`config.mk`:
```
export PLATFORM = sky130hd
export DESIGN_NAME = dynamic_fan_threshold_loop
export DESIGN_NICKNAME = d
export VERILOG_FILES = /design/src/common/dyn_loop_pkg.sv /design/src/common/pass_timer_if.sv /design/src/hw/pass_timer.sv /design/src/hw/dynamic_fan_threshold_loop.sv
export VERILOG_INCLUDE_DIRS = /design/src /design/src/common
export SDC_FILE = /design/constraint.sdc
export NUM_CORES = 1
export LEC_CHECK = 0
export BUFFER_PORTS_ARGS = -buffer_cell sky130_fd_sc_hd__clkbuf_2
export CAP_MARGIN = 15
export CORE_MARGIN = 2
export CORE_UTILIZATION = 65
export CTS_CLUSTER_SIZE = 14
export DETAILED_ROUTE_END_ITERATION = 8
export PLACE_DENSITY_LB_ADDON = 0.1
export SLEW_MARGIN = 20
export SYNTH_ARGS = -nofsm -noshare
export SYNTH_HDL_FRONTEND = slang
export SYNTH_HIERARCHICAL = 1
export SYNTH_SLANG_ARGS = --single-unit
```
`constraint.sdc`:
```
create_clock -name clk_sys -period 25.2 [get_ports clk_sys]
set_input_delay 2.52 -clock clk_sys [delete_from_list [all_inputs] [get_ports clk_sys]]
set_output_delay 2.52 -clock clk_sys [all_outputs]
set_load 0.03 [all_outputs]
```
`src/common/dyn_loop_defs.svh`:
```
// Register offsets, field positions, reset values and bounds of the threshold loop
`ifndef DYN_LOOP_DEFS_SVH
`define DYN_LOOP_DEFS_SVH

// Register offsets
`define DL_OFS_OP_BASE     8'h33
`define DL_OFS_CTL_ONE     8'h36
`define DL_OFS_CYC_LEN     8'h37
`define DL_OFS_LIMIT_BASE  8'h4e
`define DL_OFS_THR_BASE    8'h67
`define DL_OFS_STATUS      8'h6b

// Field positions in dynamic_loop_control_one
`define DL_BIT_R1_EN       5
`define DL_BIT_LOC_EN      6
`define DL_BIT_R2_EN       7
`define DL_BIT_R2_CODE_HI  0

// Field positions in dynamic_loop_cycle_lengths
`define DL_R1_CODE_LSB     0
`define DL_LOC_CODE_LSB    3
`define DL_R2_CODE_LSB     6

// Field positions in the status register
`define DL_STS_LOWER_LSB   0
`define DL_STS_RAISE_LSB   3

// Reset values
`define DL_RST_OP          8'ha4
`define DL_RST_LOW         8'h01
`define DL_RST_HIGH        8'h7f
`define DL_RST_CTL         8'h00
`define DL_RST_THR         8'h5a

// Loop cadence: shortest short pass in monitoring cycles
`define DL_SHORT_BASE      8
`define DL_CNT_W           11

// Threshold bounds in whole degrees
`define DL_FLOOR_TWOS      (-13'sd127)
`define DL_FLOOR_OFS64     (-13'sd64)
`define DL_CEIL_TWOS       13'sd127
`define DL_CEIL_OFS64      13'sd191
`define DL_OFS64_BIAS      13'sd64

// Largest rise still treated as drift, in quarter degrees
`define DL_DRIFT_Q         13'sd1

`endif

```
`src/common/dyn_loop_pkg.sv`:
```
// Types and temperature format helpers for the threshold loop
package dyn_loop_pkg;
  `include "dyn_loop_defs.svh"

  typedef logic [7:0]        code_t;
  typedef logic signed [12:0] qdeg_t;

  // Channel order used everywhere
  typedef enum logic [1:0] {
    CH_REMOTE_ONE = 2'b00,
    CH_LOCAL      = 2'b01,
    CH_REMOTE_TWO = 2'b10,
    CH_NONE       = 2'b11
  } chan_e;

  // Whole state of the top module
  typedef struct packed {
    logic [2:0][7:0] op;
    logic [2:0][7:0] low;
    logic [2:0][7:0] high;
    logic [2:0][7:0] thr;
    logic [7:0]      ctl_one;
    logic [7:0]      cyc_len;
    logic [5:0]      sts;
    logic [2:0]      suspended;
    logic [7:0]      rdata;
  } loop_state_s;

  // Register code to signed whole degrees
  function automatic qdeg_t code_to_deg(input code_t code, input logic ofs64);
    qdeg_t d;
    if (ofs64) begin
      d = qdeg_t'({5'h00, code}) - `DL_OFS64_BIAS;
    end else begin
      d = qdeg_t'({{5{code[7]}}, code});
    end
    return d;
  endfunction

  // Register code plus fraction to quarter degrees
  function automatic qdeg_t code_to_q(input code_t code, input logic [1:0] frac,
                                      input logic ofs64);
    qdeg_t d;
    d = code_to_deg(code, ofs64);
    return (d <<< 2) + qdeg_t'({11'h000, frac});
  endfunction

  // Whole degrees back to register code
  function automatic code_t deg_to_code(input qdeg_t d, input logic ofs64);
    qdeg_t t;
    t = d + `DL_OFS64_BIAS;
    return ofs64 ? t[7:0] : d[7:0];
  endfunction
endpackage

```
`src/common/pass_timer_if.sv`:
```
// Carrier between the register side and a channel's pass timer
interface pass_timer_if;
  logic       tick;
  logic       enable;
  logic [2:0] code;
  logic [9:0] temp;
  logic       short_pass;
  logic       long_pass;
  logic [9:0] prev_temp;
  logic       prev_ok;

  modport ctrl (
    output tick, enable, code, temp,
    input  short_pass, long_pass, prev_temp, prev_ok
  );
  modport timer (
    input  tick, enable, code, temp,
    output short_pass, long_pass, prev_temp, prev_ok
  );
endinterface

```
`src/hw/pass_timer.sv`:
```
// Per-channel pass cadence counter and previous-sample holder
module pass_timer
  import dyn_loop_pkg::*;
#(
  parameter int CNT_W = `DL_CNT_W
) (
  // Clock and reset
  input wire logic     clk_sys,
  input wire logic     sys_rst,
  // Loop side
  pass_timer_if.timer  pt
);

  typedef struct packed {
    logic [CNT_W-1:0] cnt;
    logic [9:0]       prev;
    logic             prev_ok;
  } timer_state_s;

  timer_state_s st_r;
  timer_state_s st_nxt;
  logic [CNT_W-1:0] short_last;
  logic [CNT_W-1:0] long_last;

  // The longest pass needs 2048 counts
  initial begin
    if (CNT_W < `DL_CNT_W) begin
      $error("pass_timer: CNT_W too small for code 111");
    end
  end

  // Pass ends: n-1 and 2n-1 of a 2n cycle frame
  always_comb begin
    short_last    = (CNT_W'(`DL_SHORT_BASE) << pt.code) - CNT_W'(1);
    // Doubling the base, not the code, keeps code 111 from wrapping to 000
    long_last     = (CNT_W'(2 * `DL_SHORT_BASE) << pt.code) - CNT_W'(1);
    pt.short_pass = pt.tick && pt.enable && ((st_r.cnt == short_last) ||
                                             (st_r.cnt == long_last));
    pt.long_pass  = pt.tick && pt.enable && (st_r.cnt == long_last);
    pt.prev_temp  = st_r.prev;
    pt.prev_ok    = st_r.prev_ok;
  end

  // Counter parks at zero while the channel is disabled
  always_comb begin
    st_nxt = st_r;
    if (!pt.enable) begin
      st_nxt.cnt = '0;
    end else if (pt.tick) begin
      st_nxt.cnt = (st_r.cnt == long_last) ? '0 : st_r.cnt + CNT_W'(1);
    end
    if (pt.tick) begin
      st_nxt.prev    = pt.temp;
      st_nxt.prev_ok = 1'b1;
    end
  end

  always_ff @(posedge clk_sys or posedge sys_rst) begin
    if (sys_rst) begin
      st_r <= '0;
    end else begin
      st_r <= st_nxt;
    end
  end

endmodule

```
`src/hw/dynamic_fan_threshold_loop.sv`:
```
// Dynamic fan turn-on threshold loop with its register file
//
// The loop runs on the monitoring cycle tick. Each tick carries a fresh
// reading for all three channels. The decision below is taken in the tick
// cycle itself so the reading and the stored previous sample line up.
module dynamic_fan_threshold_loop
  import dyn_loop_pkg::*;
#(
  parameter int NUM_CH = 3
) (
  // Clock and reset
  input  wire logic            clk_sys,
  input  wire logic            sys_rst,
  // Register port
  input  wire logic [7:0]      reg_addr,
  input  wire logic [7:0]      reg_wdata,
  input  wire logic            reg_wr,
  input  wire logic            reg_rd,
  output      logic [7:0]      reg_rdata,
  // Monitoring side, same clock domain
  input  wire logic            monitor_tick,
  input  wire logic            offset64_mode,
  input  wire logic [2:0][9:0] temp_reading,
  input  wire logic [2:0][7:0] hysteresis,
  // Results
  output      logic [2:0][7:0] fan_turn_on_threshold,
  output      logic [2:0]      fan_off_request
);

  // Register map and channel layout are fixed at three channels
  initial begin
    if (NUM_CH != 3) begin
      $error("dynamic_fan_threshold_loop: NUM_CH must be 3");
    end
  end

  loop_state_s st_r;
  loop_state_s st_nxt;
  logic [2:0]  zone_adjust_enable;
  logic [2:0][2:0] cycle_code;
  logic [2:0]  short_pass;
  logic [2:0]  long_pass;
  logic [2:0][9:0] prev_temp;
  logic [2:0]  prev_ok;

  // Which of three registers, spaced step apart, an address hits
  function automatic chan_e chan_at(input logic [7:0] addr, input logic [7:0] base,
                                    input logic [7:0] step);
    chan_e c;
    c = CH_NONE;
    if (addr == base) begin
      c = CH_REMOTE_ONE;
    end else if (addr == base + step) begin
      c = CH_LOCAL;
    end else if (addr == base + (step << 1)) begin
      c = CH_REMOTE_TWO;
    end
    return c;
  endfunction

  // Per-channel enables, in channel order
  assign zone_adjust_enable[CH_REMOTE_ONE] = st_r.ctl_one[`DL_BIT_R1_EN];
  assign zone_adjust_enable[CH_LOCAL]      = st_r.ctl_one[`DL_BIT_LOC_EN];
  assign zone_adjust_enable[CH_REMOTE_TWO] = st_r.ctl_one[`DL_BIT_R2_EN];

  // Cycle length codes; the split code keeps control one bit 0 as its MSB
  assign cycle_code[CH_REMOTE_ONE] = st_r.cyc_len[`DL_R1_CODE_LSB +: 3];
  assign cycle_code[CH_LOCAL]      = st_r.cyc_len[`DL_LOC_CODE_LSB +: 3];
  assign cycle_code[CH_REMOTE_TWO] = {st_r.ctl_one[`DL_BIT_R2_CODE_HI],
                                      st_r.cyc_len[`DL_R2_CODE_LSB +: 2]};

  // One pass timer per channel
  generate
    for (genvar g = 0; g < 3; g++) begin : g_timer
      pass_timer_if pt_link ();

      assign pt_link.tick   = monitor_tick;
      assign pt_link.enable = zone_adjust_enable[g];
      assign pt_link.code   = cycle_code[g];
      assign pt_link.temp   = temp_reading[g];
      assign short_pass[g]  = pt_link.short_pass;
      assign long_pass[g]   = pt_link.long_pass;
      assign prev_temp[g]   = pt_link.prev_temp;
      assign prev_ok[g]     = pt_link.prev_ok;

      pass_timer #(
        .CNT_W (`DL_CNT_W)
      ) u_timer (
        .clk_sys (clk_sys),
        .sys_rst (sys_rst),
        .pt      (pt_link.timer)
      );
    end
  endgenerate

  // Next state: register writes, read data and the threshold decision
  always_comb begin
    chan_e  wc;
    chan_e  rc;
    chan_e  lc;
    qdeg_t  tq;
    qdeg_t  pq;
    qdeg_t  rise;
    qdeg_t  thr_d;
    qdeg_t  op_d;
    qdeg_t  low_d;
    qdeg_t  high_d;
    qdeg_t  hyst_d;
    qdeg_t  delta;
    qdeg_t  cand;
    qdeg_t  floor_d;
    qdeg_t  ceil_d;
    logic   lowered;
    logic   raised;
    logic [2:0] thr_written;

    st_nxt      = st_r;
    thr_written = 3'b000;
    wc          = CH_NONE;
    rc          = CH_NONE;
    lc          = CH_NONE;
    tq          = '0;
    pq          = '0;
    rise        = '0;
    thr_d       = '0;
    op_d        = '0;
    low_d       = '0;
    high_d      = '0;
    hyst_d      = '0;
    delta       = '0;
    cand        = '0;
    lowered     = 1'b0;
    raised      = 1'b0;
    floor_d     = offset64_mode ? `DL_FLOOR_OFS64 : `DL_FLOOR_TWOS;
    ceil_d      = offset64_mode ? `DL_CEIL_OFS64 : `DL_CEIL_TWOS;

    // Register writes
    if (reg_wr) begin
      wc = chan_at(reg_addr, `DL_OFS_OP_BASE, 8'h01);
      if (wc != CH_NONE) begin
        st_nxt.op[wc] = reg_wdata;
      end
      wc = chan_at(reg_addr, `DL_OFS_LIMIT_BASE, 8'h02);
      if (wc != CH_NONE) begin
        st_nxt.low[wc] = reg_wdata;
      end
      lc = chan_at(reg_addr, `DL_OFS_LIMIT_BASE + 8'h01, 8'h02);
      if (lc != CH_NONE) begin
        st_nxt.high[lc] = reg_wdata;
      end
      wc = chan_at(reg_addr, `DL_OFS_THR_BASE, 8'h01);
      if (wc != CH_NONE) begin
        st_nxt.thr[wc]  = reg_wdata;
        thr_written[wc] = 1'b1;
      end
      if (reg_addr == `DL_OFS_CTL_ONE) begin
        st_nxt.ctl_one = reg_wdata;
      end
      if (reg_addr == `DL_OFS_CYC_LEN) begin
        st_nxt.cyc_len = reg_wdata;
      end
      // Write one to clear; a same-cycle event sets it again below
      if (reg_addr == `DL_OFS_STATUS) begin
        st_nxt.sts = st_r.sts & ~reg_wdata[5:0];
      end
    end

    // Threshold decision per channel, taken on the tick
    for (int c = 0; c < 3; c++) begin
      tq     = code_to_q(temp_reading[c][9:2], temp_reading[c][1:0], offset64_mode);
      pq     = code_to_q(prev_temp[c][9:2], prev_temp[c][1:0], offset64_mode);
      rise   = tq - pq;
      thr_d  = code_to_deg(st_r.thr[c], offset64_mode);
      op_d   = code_to_deg(st_r.op[c], offset64_mode);
      low_d  = code_to_deg(st_r.low[c], offset64_mode);
      high_d = code_to_deg(st_r.high[c], offset64_mode);
      hyst_d = qdeg_t'({5'h00, hysteresis[c]});
      delta  = '0;

      // Fan held off below threshold; level refreshed on every tick
      if (monitor_tick) begin
        st_nxt.suspended[c] = tq < (thr_d <<< 2);
      end

      // Suspended, disabled or no pass this tick: threshold holds
      if (zone_adjust_enable[c] && tq >= (thr_d <<< 2)) begin
        // Short pass: two degrees per degree of rise, quarter steps drift
        if (short_pass[c] && prev_ok[c] && tq > ((op_d - hyst_d) <<< 2) &&
            rise > `DL_DRIFT_Q) begin
          delta = delta - (rise >>> 1);
        end
        // Long pass: lower only once above the target itself
        if (long_pass[c] && tq > (op_d <<< 2)) begin
          delta = delta - 13'sd1;
        end
        // Long pass raise: cool zone, threshold has headroom
        if (long_pass[c] && tq < (low_d <<< 2) && thr_d < high_d &&
            thr_d < op_d && tq > (thr_d <<< 2)) begin
          delta = delta + 13'sd1;
        end
      end

      // Saturate instead of wrapping in either direction
      cand = thr_d + delta;
      if (cand < floor_d) begin
        cand = floor_d;
      end
      if (delta > 13'sd0 && cand > high_d) begin
        cand = high_d;
      end
      if (cand > ceil_d) begin
        cand = ceil_d;
      end
      lowered = cand < thr_d;
      raised  = cand > thr_d;

      // Hardware adjustment loses to a same-cycle software write
      if ((lowered || raised) && !thr_written[c]) begin
        st_nxt.thr[c] = deg_to_code(cand, offset64_mode);
      end
      // Event flags: set wins over a same-cycle clear
      if (lowered) begin
        st_nxt.sts[`DL_STS_LOWER_LSB + c] = 1'b1;
      end
      if (raised) begin
        st_nxt.sts[`DL_STS_RAISE_LSB + c] = 1'b1;
      end
    end

    // Read data stands for one cycle only; unmapped reads give zero
    st_nxt.rdata = 8'h00;
    if (reg_rd) begin
      rc = chan_at(reg_addr, `DL_OFS_OP_BASE, 8'h01);
      if (rc != CH_NONE) begin
        st_nxt.rdata = st_r.op[rc];
      end
      rc = chan_at(reg_addr, `DL_OFS_LIMIT_BASE, 8'h02);
      if (rc != CH_NONE) begin
        st_nxt.rdata = st_r.low[rc];
      end
      rc = chan_at(reg_addr, `DL_OFS_LIMIT_BASE + 8'h01, 8'h02);
      if (rc != CH_NONE) begin
        st_nxt.rdata = st_r.high[rc];
      end
      rc = chan_at(reg_addr, `DL_OFS_THR_BASE, 8'h01);
      if (rc != CH_NONE) begin
        st_nxt.rdata = st_r.thr[rc];
      end
      case (reg_addr)
        `DL_OFS_CTL_ONE: begin
          st_nxt.rdata = st_r.ctl_one;
        end
        `DL_OFS_CYC_LEN: begin
          st_nxt.rdata = st_r.cyc_len;
        end
        `DL_OFS_STATUS: begin
          st_nxt.rdata = {2'b00, st_r.sts};
        end
        default: begin
          st_nxt.rdata = st_nxt.rdata;
        end
      endcase
    end
  end

  // Single state register
  always_ff @(posedge clk_sys or posedge sys_rst) begin
    if (sys_rst) begin
      st_r.op        <= {3{`DL_RST_OP}};
      st_r.low       <= {3{`DL_RST_LOW}};
      st_r.high      <= {3{`DL_RST_HIGH}};
      st_r.thr       <= {3{`DL_RST_THR}};
      st_r.ctl_one   <= `DL_RST_CTL;
      st_r.cyc_len   <= `DL_RST_CTL;
      st_r.sts       <= 6'h00;
      st_r.suspended <= 3'h0;
      st_r.rdata     <= 8'h00;
    end else begin
      st_r <= st_nxt;
    end
  end

  // Outputs straight from flops
  assign reg_rdata             = st_r.rdata;
  assign fan_turn_on_threshold = st_r.thr;
  assign fan_off_request       = st_r.suspended;

endmodule

```
==> flow_summary.json <==
{
  "finClkSkew_ns": 0.0256,
  "port_buffers": 110,
  "fillCellCount": 3461,
  "tritoncts_clock_tree": "built",
  "floorplan.io_pins": 111,
  "cp_max_fo": 60,
  "slew_viol_final": 0,
  "placementRows": 75,
  "drc_errors": 0,
  "dieWidth_um": 211,
  "p_per_area_nw_per_um2": 70.9,
  "grt-ovfl-total": 0,
  "grt_first_pass_wirelength_um": 137000,
  "worst_path_max_delay_cell": "sky130_fd_sc_hd__mux2i_1",
  "design.core.area_um2": 42100,
  "critPathMostFrequentCell": "sky130_fd_sc_hd__o21a_1",
  "cp.required_ns": 25.63,
  "avgRoutedWirePerCell_um": 21.9,
  "clock_root_cell": "sky130_fd_sc_hd__clkbuf_16",
  "synth.yosys.seq_area_share": 0.177,
  "synth.cells.most_frequent": "sky130_fd_sc_hd__ha_1, sky130_fd_sc_hd__inv_1, sky130_fd_sc_hd__nand2_1",
  "cts_htree_levels": 4,
  "flow.area_growth_from_synthesis_pct": 3.51,
  "grt_pass1_vias": 25902,
  "post_cts_setup_buffers": 0,
  "first_pass_iters": 6,
  "upper_clock_frequency_limit_mhz": 50.5,
  "synth_edf_count": 0,
  "timing.setup.tns_ns": 0,
  "cts_hold_buf": 0,
  "timing.critical_path.buf_inv": 1,
  "half_perimeter_wire_length_after_detailed_placement_um": 67600,
  "final-setup-viol-count": 0,
  "min_period_over_period": 0.786,
  "floorplan.initialDensity": 0.663,
  "synth.largest_area_cell": "sky130_fd_sc_hd__ha_1",
  "status": "finished clean",
  "maxCapViolCount": 0,
  "max-vdd-ir-drop_mv": 0.0663,
  "synth.net_count": 3891,
  "post_cts_resized": 0,
  "layout.area.seq_um2": 4940,
  "synth_cells": 3436,
  "worst_slew_margin_rel": 0.233,
  "yosys_most_used_dff": "sky130_fd_sc_hd__dfrtp_1",
  "cts-buffers-inserted": 17,
  "clock_insertion_delay_worst_skew_ns": 0.52,
  "die_height_um": 211,
  "yosys.cell_count.top_type": "sky130_fd_sc_hd__ha_1",
  "maximum_number_of_pins_on_one_net_before_global_route_repair": 73,
  "hold_path_class": "register to register",
  "first_iter_violations": 2361,
  "synthesis.yosys.warnings": 6,
  "synth.cell_area_um2": 27900,
  "grtUsageTotal": 0.389,
  "antenna_found_initial": 7,
  "netlist_top_cells_area": "sky130_fd_sc_hd__ha_1, sky130_fd_sc_hd__dfrtp_1, sky130_fd_sc_hd__mux2_2",
  "finalCriticalPeriod_ns": 19.80,
  "final_cell_area_um2": 28900,
  "total_placed_instance_area_um2": 28300,
  "tritoncts_num_sinks": 195,
  "tightestPinTransition_ns": 1.14,
  "synth_top_area_frac": 0.166,
  "die_area_um2": 44600,
  "syn-mean-instance-area_um2": 8.13,
  "finalHoldViolCount": 0,
  "cts.reportedPaths.clkPinSlew_ns": 0.09,
  "cp_top_family": "compound AO/OA/AOI/OAI gates",
  "critPathMaxStageDelay_ns": 0.75,
  "multi_input_area_um2": 20800,
  "yosysUniqueCellTypes": 128,
  "wirelength_um": 87000,
  "postRouteAntennaNets": 0,
  "final_layout_size_suffix_gt1_frac": 0.134,
  "routed-via-count": 26751,
  "rsz0062_at_grt": "false",
  "clock_path_buffers": 2,
  "globalplace.congestion": 1.01,
  "worst_ep_arrival_time_ns": 20.23,
  "critical_path_class": "input pin to register",
  "nNetsFinal": 3864,
  "leakage_nw": 12.9,
  "viasPerCell": 6.75,
  "worstSetupStartpointType": "input pin",
  "yosys_register_bits": 195,
  "setup.worst_path.end_class": "register",
  "asyncSetResetFlopFracSynth": 1.00
}
==> cells in the final DEF (no fill, tap or decap), drive strengths merged, types with 14 or more instances in the layout <==
master,count
a2111oi,17
a211o,15
a211oi,33
a21boi,24
a21o,47
a21oi,210
a31oi,43
and2,34
and3,31
and4,19
buf,18
clkbuf,125
dfrtp,150
dfstp,45
ha,370
inv,326
mux2,131
mux2i,45
nand2,240
nand2b,66
nand3,87
nand4,67
nor2,236
nor2b,60
nor3,100
nor4,29
o2111ai,15
o211ai,31
o21a,97
o21ai,162
o21bai,16
o22ai,44
o311ai,14
o31a,18
o31ai,20
or2,40
or3,39
xnor2,94
xor2,54
==> path summary, 6_finish.rpt <==
| check | from | endpoint | slack (ns) | cells after the start |
|---|---|---|---|---|
| worst max-delay path | offset64_mode | fan_turn_on_threshold[14]$_DFFE_PP1P_ | 5.40 | 79 |
| worst min register to register | g_timer[0].u_timer/pt.prev_ok$_DFFE_PP0P_ | g_timer[0].u_timer/pt.prev_ok$_DFFE_PP0P_ | 0.47 | 1 |
| min in group asynchronous | sys_rst | g_timer[0].u_timer/pt.prev_temp[8]$_DFFE_PP0P_ | 2.35 | 2 |
| max in group asynchronous | sys_rst | fan_turn_on_threshold[18]$_DFFE_PP0P_ | 21.49 | 3 |
| worst max register to register | st_r[113]$_DFFE_PP0P_ | fan_turn_on_threshold[14]$_DFFE_PP1P_ | 7.12 | 81 |
| worst min-delay path | g_timer[0].u_timer/pt.prev_ok$_DFFE_PP0P_ | g_timer[0].u_timer/pt.prev_ok$_DFFE_PP0P_ | 0.47 | 1 |
==> logic make-up after synthesis <==
group,after synthesis,synth area share
multiplexers,183,0.0748
adder cells (fa/ha/maj),382,0.173
flip-flops,195,0.177
AND/OR/NAND/NOR,1107,0.211
AO/OA/AOI/OAI,926,0.235
buffers and inverters,491,0.0788
XOR/XNOR,152,0.0503
==> cell type report <==
class | count | area share
diodes | 3 | 0.000260
clock buffers | 17 | 0.0147
clock inverters | 15 | 0.00667
inverters | 319 | 0.0415
multi-input cells | 2750 | 0.719
flip-flops and latches | 195 | 0.171
well taps | 539 | 0.0233
repair buffers | 126 | 0.0233
==> sequential cells by signal, summed over array words and instances (netlist names) <==
name / cells
fan_off_request: 3
g_timer.u_timer/st_r: 33
g_timer.pt_link.enable: 3
st_r: 82
g_timer.u_timer/pt.prev_temp: 30
fan_turn_on_threshold: 24
cycle_code: 9
g_timer.u_timer/pt.prev_ok: 3
reg_rdata: 8
==> per-layer routing <==
metal	vias up	global-route usage	share of wire	wire length (µm)
met5	-	0	0.00011	10
met4	2	0.165	0.041	3530
met3	272	0.0729	0.088	7650
met2	1288	0.639	0.46	39600
met1	12684	0.501	0.42	36200
li1	12505	-	-	-
==> where the power goes <==
part           switching [W]  internal, W  total (W)
registers          0.0000980     0.000353   0.000451
clock network       0.000159     0.000136   0.000295
logic               0.000790     0.000514    0.00130
total                0.00105      0.00100    0.00205
==> per-stage QoR <==
stage / instances / hold WS, ns / setup slack (ns) / power, W / util
2_1_floorplan: 3436 / 0.436 / 5.74 / 0.00140 / -
3_3_place_gp: 3929 / 0.455 / 5.68 / 0.00167 / 0.671
3_5_place_dp: 3929 / 0.454 / 5.29 / 0.00171 / 0.671
4_1_cts: 3961 / 0.473 / 5.68 / 0.00202 / 0.686
5_1_grt: 3963 / 0.491 / 4.01 / 0.00220 / 0.686
6_report: 3964 / 0.473 / 5.40 / 0.00205 / 0.686
No activity file was read; power rests on OpenSTA's default activity.
